`src/rtl/ccsl_regs.svh`:
```
// Constants of the clock stop and strap latch block
`ifndef CCSL_REGS_SVH
`define CCSL_REGS_SVH
`define CCSL_STRAP_W 5
`define CCSL_STRAP_RESET 5'h00
`define CCSL_PCI_N 6
`define CCSL_FREE_N 2
`define CCSL_CPU_N 2
`define CCSL_DRIVE_W 2
`define CCSL_PCI_SAMPLE_EDGES 2'h1
`define CCSL_CPU_SAMPLE_EDGES 2'h2
`endif

```
`src/rtl/ccsl_pkg.sv`:
```
// Types of the clock stop and strap latch block
`include "ccsl_regs.svh"
package ccsl_pkg;
	typedef logic [`CCSL_STRAP_W-1:0] ccsl_strap_type;
	typedef logic [`CCSL_PCI_N-1:0] ccsl_pci_type;
	typedef logic [`CCSL_FREE_N-1:0] ccsl_free_type;
	typedef logic [`CCSL_CPU_N-1:0] ccsl_cpu_type;
	typedef logic [`CCSL_DRIVE_W-1:0] ccsl_drive_type;
	typedef logic [1:0] ccsl_count_type;
endpackage : ccsl_pkg

```
`src/rtl/ccsl_gate_if.sv`:
```
// Carrier between the top and one clock gate
`timescale 1ns/1ps
interface ccsl_gate_if;
	logic src;
	logic halt_n;
	logic en;
	logic stopped;
	logic next_stopped;
	logic next_gated;
	modport gate (input src, input halt_n, input en, output stopped, output next_stopped,
		output next_gated);
	modport user (output src, output halt_n, output en, input stopped, input next_stopped,
		input next_gated);
endinterface : ccsl_gate_if

```
`src/rtl/ccsl_gate.sv`:
```
// One stoppable clock channel with halt sampling
`timescale 1ns/1ps
`include "ccsl_regs.svh"
module ccsl_gate
	import ccsl_pkg::*;
#(
	parameter ccsl_count_type SAMPLE_EDGES = `CCSL_PCI_SAMPLE_EDGES
)
(
	input wire logic clk_in,
	input wire logic srst_in,
	ccsl_gate_if.gate g
);
	logic src_d;
	logic next_src_d;
	ccsl_count_type cnt;
	ccsl_count_type next_cnt;
	logic stopped;
	logic next_stopped;
	logic rise;
	logic fall;
	logic armed;

	always_comb
	begin
		rise = g.src & ~src_d;
		fall = ~g.src & src_d;
		armed = (cnt == SAMPLE_EDGES);
		next_src_d = g.src;
		next_cnt = cnt;
		next_stopped = stopped;
		// Halt sampled on rising source edges
		if (rise)
		begin
			if (!g.halt_n && g.en)
			begin
				if (!armed)
				begin
					next_cnt = cnt + 2'h1;
				end
			end
			else
			begin
				next_cnt = 2'h0;
			end
		end
		// Stop on the transition after sampling
		if (!stopped && armed && (rise || fall))
		begin
			next_stopped = 1'b1;
		end
		// Resume only at a rising edge
		else if (stopped && cnt == 2'h0 && rise)
		begin
			next_stopped = 1'b0;
		end
	end

	always_ff @(posedge clk_in)
	begin
		if (srst_in)
		begin
			src_d <= 1'b0;
			cnt <= 2'h0;
			stopped <= 1'b0;
		end
		else
		begin
			src_d <= next_src_d;
			cnt <= next_cnt;
			stopped <= next_stopped;
		end
	end

	assign g.stopped = stopped;
	assign g.next_stopped = next_stopped;
	assign g.next_gated = next_stopped ? 1'b0 : g.src;

	property p_sample;
		@(posedge clk_in) disable iff (srst_in)
		(rise && !g.halt_n && g.en && cnt == 2'h0) |=> (cnt == 2'h1);
	endproperty
	a_sample: assert property (p_sample) else $error("halt not sampled on rise");

	property p_stop_after_edges;
		@(posedge clk_in) disable iff (srst_in)
		$rose(stopped) |-> ($past(cnt) == SAMPLE_EDGES) && ($past(src_d) != $past(g.src));
	endproperty
	a_stop_after_edges: assert property (p_stop_after_edges) else $error("early stop");

	property p_resume_rise;
		@(posedge clk_in) disable iff (srst_in)
		$fell(stopped) |-> $past(g.src) && !$past(src_d);
	endproperty
	a_resume_rise: assert property (p_resume_rise) else $error("resume off rise");
endmodule : ccsl_gate

```
`src/rtl/ccsl_top.sv`:
```
// Clock output gating and power-up strap latch
`timescale 1ns/1ps
`include "ccsl_regs.svh"
// Notes on behaviour
// - During power-up the shared pins are inputs and their levels are latched.
// - After power-on reset the shared pins drive clocks; latched values stay.
// - PCI halt low holds PCI and stoppable free clocks low from next fall.
// - PCI halt is sampled at the next rising clock edge; setup is the caller's.
// - CPU halt stops stoppable CPU pairs after two sampled edges, next transition.
// - Stopped CPU pair rests true low, complement high.
// - Stopping does not change the programmed drive current setting.
// - While stopped, true is driven at multiplier current, complement floats.
module ccsl_top
(
	input wire logic clk_in,
	input wire logic srst_in,
	input wire logic por_in,
	input wire ccsl_pkg::ccsl_strap_type strap_pin_in,
	input wire ccsl_pkg::ccsl_strap_type shared_src_in,
	output ccsl_pkg::ccsl_strap_type strap_pin_out,
	output ccsl_pkg::ccsl_strap_type strap_pin_oe_out,
	output ccsl_pkg::ccsl_strap_type strap_value_out,
	input wire logic pci_clock_halt_n_in,
	input wire logic cpu_clock_halt_n_in,
	input wire ccsl_pkg::ccsl_pci_type pci_src_in,
	input wire ccsl_pkg::ccsl_free_type free_src_in,
	input wire ccsl_pkg::ccsl_free_type free_stoppable_in,
	input wire ccsl_pkg::ccsl_cpu_type cpu_src_in,
	input wire ccsl_pkg::ccsl_cpu_type cpu_stoppable_in,
	input wire ccsl_pkg::ccsl_drive_type cpu_drive_cfg_in,
	input wire logic current_multiplier_sel_in,
	output ccsl_pkg::ccsl_pci_type pci_clk_out,
	output ccsl_pkg::ccsl_free_type free_pci_clk_out,
	output ccsl_pkg::ccsl_cpu_type cpu_true_out,
	output ccsl_pkg::ccsl_cpu_type cpu_comp_out,
	output ccsl_pkg::ccsl_cpu_type cpu_true_oe_out,
	output ccsl_pkg::ccsl_cpu_type cpu_comp_oe_out,
	output ccsl_pkg::ccsl_drive_type cpu_drive_out,
	output ccsl_pkg::ccsl_cpu_type cpu_current_mult_out
);
	import ccsl_pkg::*;

	ccsl_strap_type strap;
	ccsl_strap_type next_strap;
	ccsl_strap_type pin_oe;
	ccsl_strap_type next_pin_oe;
	ccsl_strap_type pin_o;
	ccsl_strap_type next_pin_o;
	ccsl_pci_type pci_o;
	ccsl_pci_type next_pci_o;
	ccsl_free_type free_o;
	ccsl_free_type next_free_o;
	ccsl_cpu_type true_o;
	ccsl_cpu_type next_true_o;
	ccsl_cpu_type comp_o;
	ccsl_cpu_type next_comp_o;
	ccsl_cpu_type true_oe;
	ccsl_cpu_type next_true_oe;
	ccsl_cpu_type comp_oe;
	ccsl_cpu_type next_comp_oe;
	ccsl_cpu_type mult;
	ccsl_cpu_type next_mult;
	ccsl_drive_type drive;
	ccsl_drive_type next_drive;
	ccsl_cpu_type cpu_stopped;

	ccsl_gate_if pci_if [`CCSL_PCI_N] ();
	ccsl_gate_if free_if [`CCSL_FREE_N] ();
	ccsl_gate_if cpu_if [`CCSL_CPU_N] ();

	// PCI clocks, always stoppable
	genvar i;
	generate
		for (i = 0; i < `CCSL_PCI_N; i++)
		begin : g_pci
			assign pci_if[i].src = pci_src_in[i];
			assign pci_if[i].halt_n = pci_clock_halt_n_in;
			assign pci_if[i].en = 1'b1;
			assign next_pci_o[i] = pci_if[i].next_gated;
			ccsl_gate #(.SAMPLE_EDGES(`CCSL_PCI_SAMPLE_EDGES)) u_gate
			(
				.clk_in(clk_in),
				.srst_in(srst_in),
				.g(pci_if[i])
			);
		end
		for (i = 0; i < `CCSL_FREE_N; i++)
		begin : g_free
			assign free_if[i].src = free_src_in[i];
			assign free_if[i].halt_n = pci_clock_halt_n_in;
			assign free_if[i].en = free_stoppable_in[i];
			assign next_free_o[i] = free_if[i].next_gated;
			ccsl_gate #(.SAMPLE_EDGES(`CCSL_PCI_SAMPLE_EDGES)) u_gate
			(
				.clk_in(clk_in),
				.srst_in(srst_in),
				.g(free_if[i])
			);
		end
		for (i = 0; i < `CCSL_CPU_N; i++)
		begin : g_cpu
			assign cpu_if[i].src = cpu_src_in[i];
			assign cpu_if[i].halt_n = cpu_clock_halt_n_in;
			assign cpu_if[i].en = cpu_stoppable_in[i];
			assign cpu_stopped[i] = cpu_if[i].stopped;
			always_comb
			begin
				if (cpu_if[i].next_stopped)
				begin
					next_true_o[i] = 1'b0;
					next_comp_o[i] = 1'b1;
					next_true_oe[i] = 1'b1;
					next_comp_oe[i] = 1'b0;
				end
				else
				begin
					next_true_o[i] = cpu_src_in[i];
					next_comp_o[i] = ~cpu_src_in[i];
					next_true_oe[i] = 1'b1;
					next_comp_oe[i] = 1'b1;
				end
				next_mult[i] = current_multiplier_sel_in;
			end
			ccsl_gate #(.SAMPLE_EDGES(`CCSL_CPU_SAMPLE_EDGES)) u_gate
			(
				.clk_in(clk_in),
				.srst_in(srst_in),
				.g(cpu_if[i])
			);
		end
	endgenerate

	// Strap latch and shared pin direction
	always_comb
	begin
		next_strap = strap;
		next_pin_oe = '0;
		next_pin_o = '0;
		next_drive = cpu_drive_cfg_in;
		if (por_in)
		begin
			next_strap = strap_pin_in;
		end
		else
		begin
			next_pin_oe = '1;
			next_pin_o = shared_src_in;
		end
	end

	always_ff @(posedge clk_in)
	begin
		if (srst_in)
		begin
			strap <= `CCSL_STRAP_RESET;
			pin_oe <= '0;
			pin_o <= '0;
			pci_o <= '0;
			free_o <= '0;
			true_o <= '0;
			comp_o <= '1;
			true_oe <= '0;
			comp_oe <= '0;
			mult <= '0;
			drive <= '0;
		end
		else
		begin
			strap <= next_strap;
			pin_oe <= next_pin_oe;
			pin_o <= next_pin_o;
			pci_o <= next_pci_o;
			free_o <= next_free_o;
			true_o <= next_true_o;
			comp_o <= next_comp_o;
			true_oe <= next_true_oe;
			comp_oe <= next_comp_oe;
			mult <= next_mult;
			drive <= next_drive;
		end
	end

	assign strap_value_out = strap;
	assign strap_pin_oe_out = pin_oe;
	assign strap_pin_out = pin_o;
	assign pci_clk_out = pci_o;
	assign free_pci_clk_out = free_o;
	assign cpu_true_out = true_o;
	assign cpu_comp_out = comp_o;
	assign cpu_true_oe_out = true_oe;
	assign cpu_comp_oe_out = comp_oe;
	assign cpu_current_mult_out = mult;
	assign cpu_drive_out = drive;

	property p_strap_capture;
		@(posedge clk_in) disable iff (srst_in)
		(por_in && !srst_in) |=> (strap_value_out == $past(strap_pin_in))
			&& (strap_pin_oe_out == '0);
	endproperty
	a_strap_capture: assert property (p_strap_capture) else $error("strap not latched");

	property p_strap_hold;
		@(posedge clk_in) disable iff (srst_in)
		(!por_in && $past(!por_in)) |=> $stable(strap_value_out) && (strap_pin_oe_out == '1)
			&& (strap_pin_out == $past(shared_src_in));
	endproperty
	a_strap_hold: assert property (p_strap_hold) else $error("shared pins wrong after reset");

	property p_pci_low;
		@(posedge clk_in) disable iff (srst_in)
		pci_if[0].next_stopped |=> (pci_clk_out[0] == 1'b0);
	endproperty
	a_pci_low: assert property (p_pci_low) else $error("pci clock not held low");

	property p_cpu_rest;
		@(posedge clk_in) disable iff (srst_in)
		cpu_stopped[0] |-> (cpu_true_out[0] == 1'b0) && (cpu_comp_out[0] == 1'b1);
	endproperty
	a_cpu_rest: assert property (p_cpu_rest) else $error("cpu stop state wrong");

	property p_drive_kept;
		@(posedge clk_in) disable iff (srst_in)
		$rose(cpu_stopped[0]) |-> (cpu_drive_out == $past(cpu_drive_cfg_in));
	endproperty
	a_drive_kept: assert property (p_drive_kept) else $error("drive changed at stop");

	property p_cpu_float;
		@(posedge clk_in) disable iff (srst_in)
		cpu_stopped[0] |-> cpu_true_oe_out[0] && !cpu_comp_oe_out[0]
			&& (cpu_current_mult_out[0] == $past(current_multiplier_sel_in));
	endproperty
	a_cpu_float: assert property (p_cpu_float) else $error("cpu drive state wrong");
endmodule : ccsl_top

```
`config.mk`:
```
export PLATFORM = sky130hd
export DESIGN_NAME = ccsl_top
export DESIGN_NICKNAME = d
export VERILOG_FILES = /design/src/rtl/ccsl_pkg.sv /design/src/rtl/ccsl_gate_if.sv /design/src/rtl/ccsl_gate.sv /design/src/rtl/ccsl_top.sv
export VERILOG_INCLUDE_DIRS = /design/src /design/src/rtl
export SDC_FILE = /design/constraint.sdc
export NUM_CORES = 1
export LEC_CHECK = 0
export ABC_AREA = 1
export BUFFER_PORTS_ARGS = -buffer_cell sky130_fd_sc_hd__buf_2
export CAP_MARGIN = 40
export CORE_MARGIN = 5
export CORE_UTILIZATION = 25
export CTS_BUF_LIST = sky130_fd_sc_hd__clkbuf_8
export DETAILED_ROUTE_END_ITERATION = 8
export GPL_ROUTABILITY_DRIVEN = 0
export PLACE_DENSITY_LB_ADDON = 0.2
export SYNTH_ARGS = -nofsm -noshare
export SYNTH_HDL_FRONTEND = slang
export SYNTH_SLANG_ARGS = --single-unit
```
`constraint.sdc`:
```
create_clock -name clk_in -period 1.1 [get_ports clk_in]
set_input_delay 0.165 -clock clk_in [delete_from_list [all_inputs] [get_ports clk_in]]
set_output_delay 0.165 -clock clk_in [all_outputs]
set_load 0.1 [all_outputs]
```
Word-level counts from Yosys, hierarchy flattened
Cells that the tools add are included.
{"block": "word_totals", "out_inout_bits": 35, "elab_cells": 260, "inputBits": 32, "reg_bits": 74}
{"block": "op_classes", "muxes": 44, "reduce_logical": 97, "eq_ne": 20, "bitwise": 40, "add_sub_neg": 10}
{"operator": "logical AND 1 bit", "count": 44}
{"operator": "2-to-1 mux 2 bit", "count": 21}
{"operator": "2-to-1 mux 1 bit", "count": 22}
{"operator": "OR reduction 2 bit", "count": 11}
{"operator": "adder 2 x 1 -> 2 bit, second input constant", "count": 10}
{"operator": "bitwise AND 1 bit", "count": 20}
{"operator": "logical NOT 2 bit", "count": 10}
{"operator": "!= test 2 bit, second input constant", "count": 10}
{"operator": "NOT 1 bit", "count": 20}
{"operator": "AND reduction 2 bit", "count": 10}
{"operator": "== test 2 x 1 -> 1 bit, second input constant", "count": 8}
{"operator": "logical NOT 1 bit", "count": 12}
{"operator": "logical OR 1 bit", "count": 10}
{"operator": "2-to-1 mux 5 bit", "count": 1}
{"operator": "== test 2 bit, second input constant", "count": 2}

Logic depth before layout (Yosys ltp)
Gate-level depths: netlist of the first run.
{"block": "logic_depth", "depth_word": 6, "mapped_depth": 7}

Cells and area by module
From an unflattened synthesis of the first run, not the netlist that was laid out.
{"block": "hier_totals", "cells_unflattened": 424, "hier_area_um2": 3219.3}
{"module": "ccsl_gate", "area_each_um2": 232.7, "cells_each": 32, "instances": 10, "seq_area_each_um2": 80.1}
{"module": "ccsl_top", "area_each_um2": 892.1, "cells_each": 104, "instances": 1, "seq_area_each_um2": 580.6}

Least setup slack after synthesis of the first run
Ideal clock, no wire load.
{"block": "synth_path", "path_type": "reg2out", "start": "register, netlist name strap_pin_oe_out[3]", "end": "output strap_pin_oe_out[1]", "arrival_time_ns": 1.410, "slack_ns": -0.475, "path_stages_with_launch": 2, "required_ns": 0.935, "cell_sequence": "dfxtp_1 buf_4"}
{"item": "to (decl)", "line_no": "ccsl_top.sv:21", "source": "output ccsl_pkg::ccsl_strap_type strap_pin_oe_out,"}

==> results of run 1 <==
## layer usage
layer  up-vias  global-route usage [%]  part of all wire (%)
li1       1315                       -                     -
met4         0                    5.43                   2.5
met2        42                    15.8                    49
met5         -                       0                     0
met1      1142                    9.76                    43
met3        13                    2.89                   5.4
## logic make-up (layout without fill, tap and decap cells)
family,after synthesis,count (layout)
and+or+nand+nor,167,167
buffers and inverters,82,167
DFF,69,69
AOI/OAI and AO/OA,33,33
adders and majority gates,30,30
## stage by stage
step	instance area (sq um)	setup TNS, ns	cells	setup WS (ns)
6_report	4610	-0.195	609	-0.0392
5_1_grt	4610	-0.546	609	-0.0872
4_1_cts	4300	-0.395	612	-0.0793
3_5_place_dp	4080	-0.215	592	-0.0449
3_3_place_gp	4080	0	592	0.00259
2_1_floorplan	2990	-0.222	381	-0.0223
## power groups by stage
stage               Combinational [mW]  Sequential (mW)  Clock [mW]
CTS                               1.63             2.79        2.00
detailed placement                1.61             2.85           0
finish                            1.74             2.81        1.87
global placement                  1.59             2.84           0
floorplan                        0.563             3.28           0
global route                      1.89             2.83        2.11
## area by class of cell
cell class | instances | area (sq um)
Clock buffer | 11 | 151
Inverter | 69 | 262
Tap cell | 143 | 179
Fill cell | 1171 | 6910
Timing Repair Buffer | 82 | 1030
Clock inverter | 5 | 26.3
Sequential cell | 69 | 1440
Multi-Input combinational cell | 230 | 1520
## what timing repair did
action                                 in CTS  in global routing
endpoints found under the hold margin       4                  0
gates resized for setup                     9                 95
setup endpoints to repair                  19                 47
hold buffers                                4                  0
pin swaps                                   3                 30
## cells in the final DEF, fill, tap and decap left out, types with 5 or more instances in the layout
master    count
nand2_1      73
nor2_1       60
inv_1        59
buf_12       38
dfxtp_1      36
buf_2        31
dfxtp_2      28
nand3_1      17
ha_2         11
ha_4         11
clkbuf_8     11
inv_2        10
a21oi_1      10
ha_1          8
nand3_2       7
buf_4         7
o21ai_0       6
dfxtp_4       5
## worst paths after layout
check	from	end	slack (ns)	depth (start not counted)
worst min-delay path	shared_src_in[4]	strap_pin_out[4]$_SDFF_PP0_	0.03	3
worst max-delay path	strap_pin_oe_out[3]$_SDFF_PP0_	strap_pin_oe_out[4]	-0.04	1
worst min register to register	g_free[1].u_gate.cnt[1]$_SDFFE_PP0P_	g_free[1].u_gate.cnt[1]$_SDFFE_PP0P_	0.47	2
worst max register to register	g_cpu[0].u_gate.src_d$_SDFF_PP0_	cpu_true_out[0]$_SDFF_PP0_	0.04	6
## sequential cells by signal (all words and copies together), names as in the netlist, 4 cells and up
| name | cells |
|---|---|
| g_cpu.u_gate.cnt | 4 |
| g_free.u_gate.cnt | 4 |
| g_pci.u_gate.cnt | 12 |
| g_pci.u_gate.g.stopped | 6 |
| pci_clk_out | 6 |
| strap_value_out | 5 |
| strap_pin_out | 5 |
| g_pci.u_gate.src_d | 6 |
==> metrics.md, run 1 <==
| Metric | Value |
|---|---|
| Number of maximum-capacitance constraint violations | `0` |
| Fraction of final layout cells with drive strength greater than 1 | `39.1%` |
| VDD IR-drop max | `0.546 mV` |
| Post-DRT Antenna Nets | `0` |
| Largest stage delay on the critical path | `0.44 ns` |
| Top area cells in the synthesized netlist | `dfxtp_1 47%, ha_1 13%, nand2_1 9.4%` |
| Number of distinct standard cells referenced by the synthesized netlist | `16` |
| Number of standard cells after synthesis | `381` |
| Net switching power | `2.13 mW` |
| Clk Tree Root Cell | `clkbuf_8` |
| Area share of the leading cell type in the synthesized netlist | `46.5%` |
| EDFF count, synth | `0` |
| Violations in the final reports | `setup timing` |
| Post-synthesis simple-gate area fraction | `22.6%` |
| Power share of the sequential group | `43.8%` |
| Number of endpoints with negative hold slack in the final report | `0` |
| Initial core utilization | `25.8%` |
| Initial antenna violation count | `0` |
| Chip width | `119 um` |
| CP Max Fanout | `5` |
| Peak Freq | `878 MHz` |
| TritonCTS buffer count | `9` |
| Worst slack on hold paths | `0.0301 ns` |
| Die extent in y | `119 um` |
| Post-layout utilization of the core | `40.0%` |
| Maximum number of pins on one net before global-route repair | `25` |
| Slew Limit Fails | `0` |
| Static Leak | `2.08 nW` |
| Type of destination of the critical path | `primary output` |
| Most repeated cell in the gate-level netlist after synthesis | `nand2_1` |
| Number of DRC violations after detailed-routing iteration 0 | `66` |
| Worst hold path class | `in -> reg` |
| Startpoint kind of the worst setup timing path | `register` |
| Area growth from synthesis to layout | `55.2%` |
| Global-route wire length before repair | `10600 um` |
| Port Buffers | `66` |
| Register area share after synthesis | `46.5%` |
| Post-synth ARST share | `0%` |
| Actual transition at the worst max-transition pin | `0.320 ns` |
| Net count after synthesis | `443` |
| Number of diodes added for antenna fixing | `0` |
| Internal power contribution | `4.29 mW` |
| 1st-pass router iterations | `4` |
| Source-to-sink clock delay at the later pin of the worst-skew pair | `0.34 ns` |
| Area of the placeable core | `11500 sq um` |
| Number of warnings reported in the yosys synthesis log | `0` |
| Cells along the critical path | `buf_12` |
| Worst-path clk slew | `0.07 ns` |
| Cell type contributing the most total cell area after synthesis | `dfxtp_1` |
| Via count | `2512` |
| Worst setup slack after layout | `-0.0392 ns` |
| Worst Skew | `0.00823 ns` |
| Main combinational cell family by area after synthesis | `simple AND/OR/NAND/NOR gates` |
| Area of the die | `14200 sq um` |
| RSZ-0062 raised after global routing | `true` |
| Classification of the worst setup path | `reg -> out` |
| Switching Fraction | `33.2%` |
| Per-instance average area after synthesis | `7.79 sq um` |
| Top Family by Delay on Critical Path | `flip-flops` |
| Combinational share of power | `27.1%` |
| Data required time of the worst path | `0.94 ns` |
| Number of H-tree branching levels | `3` |
| Synthesized-area fraction occupied by adder cells | `12.6%` |
| Number of cell rows | `39` |
| Slew headroom | `78.7%` |
| GRT Residual Overflow | `0` |
| Crit-path slowest cell | `dfxtp_4` |
| Mux contribution to synthesized area | `0%` |
| Number of global-route vias before repair | `2472` |
| Commonest cells post-synth | `74 x nand2_1, 69 x dfxtp_1, 68 x inv_1` |
| Power per unit of standard cell area | `1390 nW/um^2` |
| Shortest period the worst path allows | `1.14 ns` |
| Buffers and inverters on the worst path | `1` |
| Overall power | `6.42 mW` |
| Clock Sink Count | `69` |
| Area of the mapped netlist | `2970 sq um` |
| Area fraction in compound gates after synthesis | `6.41%` |
| Clock tree from TritonCTS | `yes` |
| Setup-failing EPs final | `5` |
| Via density per instance | `4.12` |
| DR WL/cell | `10.4 um` |
| Total Nets Final | `523` |
| Post-CTS Setup Repair Bufs | `0` |
| Most instantiated flip-flop cell in the synthesis netlist | `dfxtp_1` |
| Total Routed Length | `6360 um` |
| Flip-flop and latch count after synthesis | `69` |
| DRC Markers | `0` |
| Hpwl dp | `4430 um` |
| Clock Path Buffers | `2` |
| XOR/XNOR share of the synthesized area | `0%` |
| Global-route usage over all layers | `9.14%` |
| Data arrival at the endpoint of the critical path | `0.97 ns` |
| Part of the cycle the worst path needs | `104%` |
| Share of power burned in the clock network | `29.1%` |
| I/O pin total | `67` |
| Status | `finished with violations` |
Power figures use the tool's default switching activity.
==> run 2, diff against run 1 <==
--- a/config.mk
+++ b/config.mk
@@ -6,7 +6,6 @@
 export SDC_FILE = /design/constraint.sdc
 export NUM_CORES = 1
 export LEC_CHECK = 0
-export ABC_AREA = 1
 export BUFFER_PORTS_ARGS = -buffer_cell sky130_fd_sc_hd__buf_2
 export CAP_MARGIN = 40
 export CORE_MARGIN = 5
@@ -15,6 +14,7 @@
 export DETAILED_ROUTE_END_ITERATION = 8
 export GPL_ROUTABILITY_DRIVEN = 0
 export PLACE_DENSITY_LB_ADDON = 0.2
+export SETUP_SLACK_MARGIN = 0.1
 export SYNTH_ARGS = -nofsm -noshare
 export SYNTH_HDL_FRONTEND = slang
 export SYNTH_SLANG_ARGS = --single-unit
==> metrics.md, run 2 <==
| Metric | Value |
|---|---|
| Initial core utilization | `25.5% (was 25.8%)` |
| Net count after synthesis | `367 (was 443)` |
| Clock Path Buffers | `2 (unchanged)` |
| Via density per instance | `4.27 (was 4.12)` |
| Post-DRT Antenna Nets | `0 (unchanged)` |
| Status | `finished with violations (unchanged)` |
| Worst Skew | `0.00509 ns (was 0.00823 ns)` |
| Slew headroom | `75.4% (was 78.7%)` |
| Number of maximum-capacitance constraint violations | `0 (unchanged)` |
| Power share of the sequential group | `44.3% (was 43.8%)` |
| Combinational share of power | `23.6% (was 27.1%)` |
| Internal power contribution | `4.28 mW (was 4.29 mW)` |
| CP Max Fanout | `4 (was 5)` |
| Area share of the leading cell type in the synthesized netlist | `47.5% (was 46.5%)` |
| Number of H-tree branching levels | `3 (unchanged)` |
| Area of the placeable core | `11400 sq um (was 11500 sq um)` |
| Flip-flop and latch count after synthesis | `69 (unchanged)` |
| Violations in the final reports | `setup timing (unchanged)` |
| Classification of the worst setup path | `reg -> reg (was reg -> out)` |
| Number of global-route vias before repair | `2375 (was 2472)` |
| DR WL/cell | `11.8 um (was 10.4 um)` |
| Number of cell rows | `39 (unchanged)` |
| Number of filler instances in the final layout | `1125 (was 1171)` |
| Critical R2R Capture | `g_pci[2].u_gate.cnt[1]$_SDFFE_PP0P_ (was cpu_true_out[0]$_SDFF_PP0_)` |
| Part of the cycle the worst path needs | `119% (was 104%)` |
| Per-instance average area after synthesis | `9.54 sq um (was 7.79 sq um)` |
| Largest stage delay on the critical path | `0.45 ns (was 0.44 ns)` |
| Worst setup slack after layout | `-0.205 ns (was -0.0392 ns)` |
| Number of distinct standard cells referenced by the synthesized netlist | `24 (was 16)` |
| Top area cells in the synthesized netlist | `dfxtp_1 47%, ha_1 13%, nor2b_1 6.2% (was dfxtp_1 47%, ha_1 13%, nand2_1 9.4%)` |
| Most used cells in the layout excluding fill and tap cells | `47 x dfxtp_2, 36 x buf_12, 31 x buf_2 (was 73 x nand2_1, 60 x nor2_1, 59 x inv_1)` |
| Crit-path slowest cell | `or4b_4 (was dfxtp_4)` |
| Fraction of final layout cells with drive strength greater than 1 | `61.6% (was 39.1%)` |
| Net switching power | `1.87 mW (was 2.13 mW)` |
| RSZ-0062 raised after global routing | `true (unchanged)` |
| Commonest cells post-synth | `69 x dfxtp_1, 33 x inv_1, 30 x ha_1 (was 74 x nand2_1, 69 x dfxtp_1, 68 x inv_1)` |
| Source-to-sink clock delay at the later pin of the worst-skew pair | `0.34 ns (about the same)` |
| Total Nets Final | `453 (was 523)` |
| Number of standard cells after synthesis | `305 (was 381)` |
| Startpoint kind of the worst setup timing path | `register (unchanged)` |
| Number of DRC violations after detailed-routing iteration 0 | `51 (was 66)` |
| Setup-failing EPs final | `24 (was 5)` |
| Worst-case register-to-register setup slack | `-0.20 ns (was 0.04 ns)` |
| Placement Setup Slack | `-0.167 ns (was -0.0449 ns)` |
| Type of destination of the critical path | `register (was primary output)` |
| Chip width | `118 um (was 119 um)` |
| Switching Fraction | `30.4% (was 33.2%)` |
| Via count | `2303 (was 2512)` |
| Clock tree from TritonCTS | `yes (unchanged)` |
| Area of the die | `13900 sq um (was 14200 sq um)` |
| Most repeated cell in the gate-level netlist after synthesis | `dfxtp_1 (was nand2_1)` |
| Cell type contributing the most total cell area after synthesis | `dfxtp_1 (unchanged)` |
| Commonest non-fill, non-tap cell in the layout | `dfxtp_2 (was nand2_1)` |
| Number of warnings reported in the yosys synthesis log | `0 (unchanged)` |
| Clock Sink Count | `69 (unchanged)` |
| Maximum number of pins on one net before global-route repair | `27 (was 25)` |
| Clk Tree Root Cell | `clkbuf_8 (unchanged)` |
| Worst setup path start | `g_pci[2].u_gate.cnt[0]$_SDFFE_PP0P_ (was strap_pin_oe_out[3]$_SDFF_PP0_)` |
| Worst-path clk slew | `0.07 ns (about the same)` |
| Hpwl dp | `4460 um (was 4430 um)` |
| VDD IR-drop max | `0.489 mV (was 0.546 mV)` |
| Post-synth ARST share | `0% (unchanged)` |
| I/O pin total | `67 (unchanged)` |
| DRC Markers | `0 (unchanged)` |
| Initial antenna violation count | `0 (unchanged)` |
| Data arrival at the endpoint of the critical path | `1.57 ns (was 0.97 ns)` |
| GRT Residual Overflow | `0 (unchanged)` |
| TritonCTS buffer count | `9 (unchanged)` |
| Die extent in y | `118 um (was 119 um)` |
| Slew Limit Fails | `0 (unchanged)` |
| Number of diodes added for antenna fixing | `0 (unchanged)` |
| EDFF count, synth | `0 (unchanged)` |
| Most instantiated flip-flop cell in the synthesis netlist | `dfxtp_1 (unchanged)` |
| Worst hold path class | `in -> reg (unchanged)` |
| Global-route wire length before repair | `10900 um (was 10600 um)` |
| Worst setup path endpoint | `g_pci[2].u_gate.cnt[1]$_SDFFE_PP0P_ (was strap_pin_oe_out[4])` |
| Area growth from synthesis to layout | `64.3% (was 55.2%)` |
| Shortest period the worst path allows | `1.30 ns (was 1.14 ns)` |
| Number of endpoints with negative hold slack in the final report | `0 (unchanged)` |
| Reg with most FFs | `g_pci.u_gate.cnt (unchanged)` |
| Peak Freq | `766 MHz (was 878 MHz)` |
| Global-route usage over all layers | `9.53% (was 9.14%)` |
| Data required time of the worst path | `1.37 ns (was 0.94 ns)` |
| Register area share after synthesis | `47.5% (was 46.5%)` |
| Number of flip-flops under the largest register name | `12 (unchanged)` |
| Area of the mapped netlist | `2910 sq um (was 2970 sq um)` |
| Share of power burned in the clock network | `32.1% (was 29.1%)` |
| Actual transition at the worst max-transition pin | `0.369 ns (was 0.320 ns)` |
| Cells along the critical path | `inv_2, ha_1, or4b_4, a21oi_2 (was buf_12)` |
| Power per unit of standard cell area | `1290 nW/um^2 (was 1390 nW/um^2)` |
| Worst slack on hold paths | `0.0240 ns (was 0.0301 ns)` |
| Static Leak | `1.85 nW (was 2.08 nW)` |
| R2R Path Start | `g_pci[2].u_gate.cnt[0]$_SDFFE_PP0P_ (was g_cpu[0].u_gate.src_d$_SDFF_PP0_)` |
| Total Routed Length | `6350 um (was 6360 um)` |
| Port Buffers | `66 (unchanged)` |
| Worst reg-to-reg path cell count | `4 (was 6)` |
| 1st-pass router iterations | `4 (unchanged)` |
## run 2: changes by cell type after synthesis, moves of 5 or more
cell / previous run / this run
nand2_1: 74 / 2
mux2i_1: 0 / 5
and2_1: 4 / 21
nor2_1: 63 / 22
a21boi_0: 5 / 0
o21ai_0: 11 / 20
nand3_1: 26 / 14
nor2b_1: 0 / 29
inv_1: 68 / 33
## run 2: layout make-up
class / count / area [sq um] / area share [%]
sequential: 69 / 1470 / 30.8
multi-input combinational: 185 / 1730 / 36.3
inverter: 37 / 141 / 2.96
clock inverter: 3 / 11.3 / 0.236
timing repair buffer: 89 / 1070 / 22.3
tap: 143 / 179 / 3.74
clock buffer: 13 / 179 / 3.74
## run 2: timing repair
action | 4_1_cts | 5_1_grt
pin swaps | 29 | 31
setup endpoints to repair | 77 | 79
resized for setup | 54 | 65
buffers inserted | 4 | 2
hold endpoints to repair | 4 | 0
hold buffers | 4 | 0
## run 2: metal layers
metal | track usage, % | vias to the layer above | routed length (um)
met5 | 0 | - | 0
met4 | 6.24 | 0 | 191
met3 | 2.55 | 13 | 198
met2 | 15.7 | 41 | 3220
met1 | 10.8 | 1083 | 2740
li1 | - | 1166 | -
## run 2: cell families after synthesis
family | Yosys count | share of synthesized area, %
buf+inv | 51 | 7.87
flops | 69 | 47.5
simple gates | 104 | 21.2
mux | 5 | 1.72
compound gates | 46 | 8.77
fa+ha+maj | 30 | 12.9
## run 2: stage by stage
stage / total power, mW / cell area (sq um) / std cells / setup TNS, ns / utilization [%]
finish: 6.16 / 4780 / 539 / -1.82 / 41.9
global route: 6.47 / 4780 / 539 / -3.28 / 41.9
CTS: 6.16 / 4520 / 537 / -1.99 / 39.6
detailed placement: 4.08 / 4120 / 513 / -1.82 / 36.1
global placement: 4.06 / 4120 / 513 / -1.36 / 36.1
floorplan: 3.58 / 3090 / 305 / -0.640 / -
## run 2: how the worst min path moves through the flow
stage | start | to | cells past startpoint
finish | shared_src_in[3] | strap_pin_out[3]$_SDFF_PP0_ | 2
floorplan | shared_src_in[0] | strap_pin_out[0]$_SDFF_PP0_ | 1
detailed placement | shared_src_in[0] | strap_pin_out[0]$_SDFF_PP0_ | 2
global placement | shared_src_in[1] | strap_pin_out[1]$_SDFF_PP0_ | 2
CTS | shared_src_in[3] | strap_pin_out[3]$_SDFF_PP0_ | 2
global route | shared_src_in[3] | strap_pin_out[3]$_SDFF_PP0_ | 2
## run 2: power groups by stage
stage	clock network (mW)	logic [mW]	registers [mW]
floorplan	0	0.411	3.17
global placement	0	1.29	2.77
detailed placement	0	1.30	2.78
CTS	2.07	1.36	2.73
global route	2.18	1.55	2.74
finish	1.97	1.45	2.73
## run 2: worst max-delay path: cells and delay by family (launching register included)
kind | cells | cell delay [ns]
DFF | 1 | 0.38
adders and majority gates | 1 | 0.25
and+or+nand+nor | 1 | 0.45
AOI/OAI and AO/OA | 1 | 0.13
buffers and inverters | 1 | 0.03
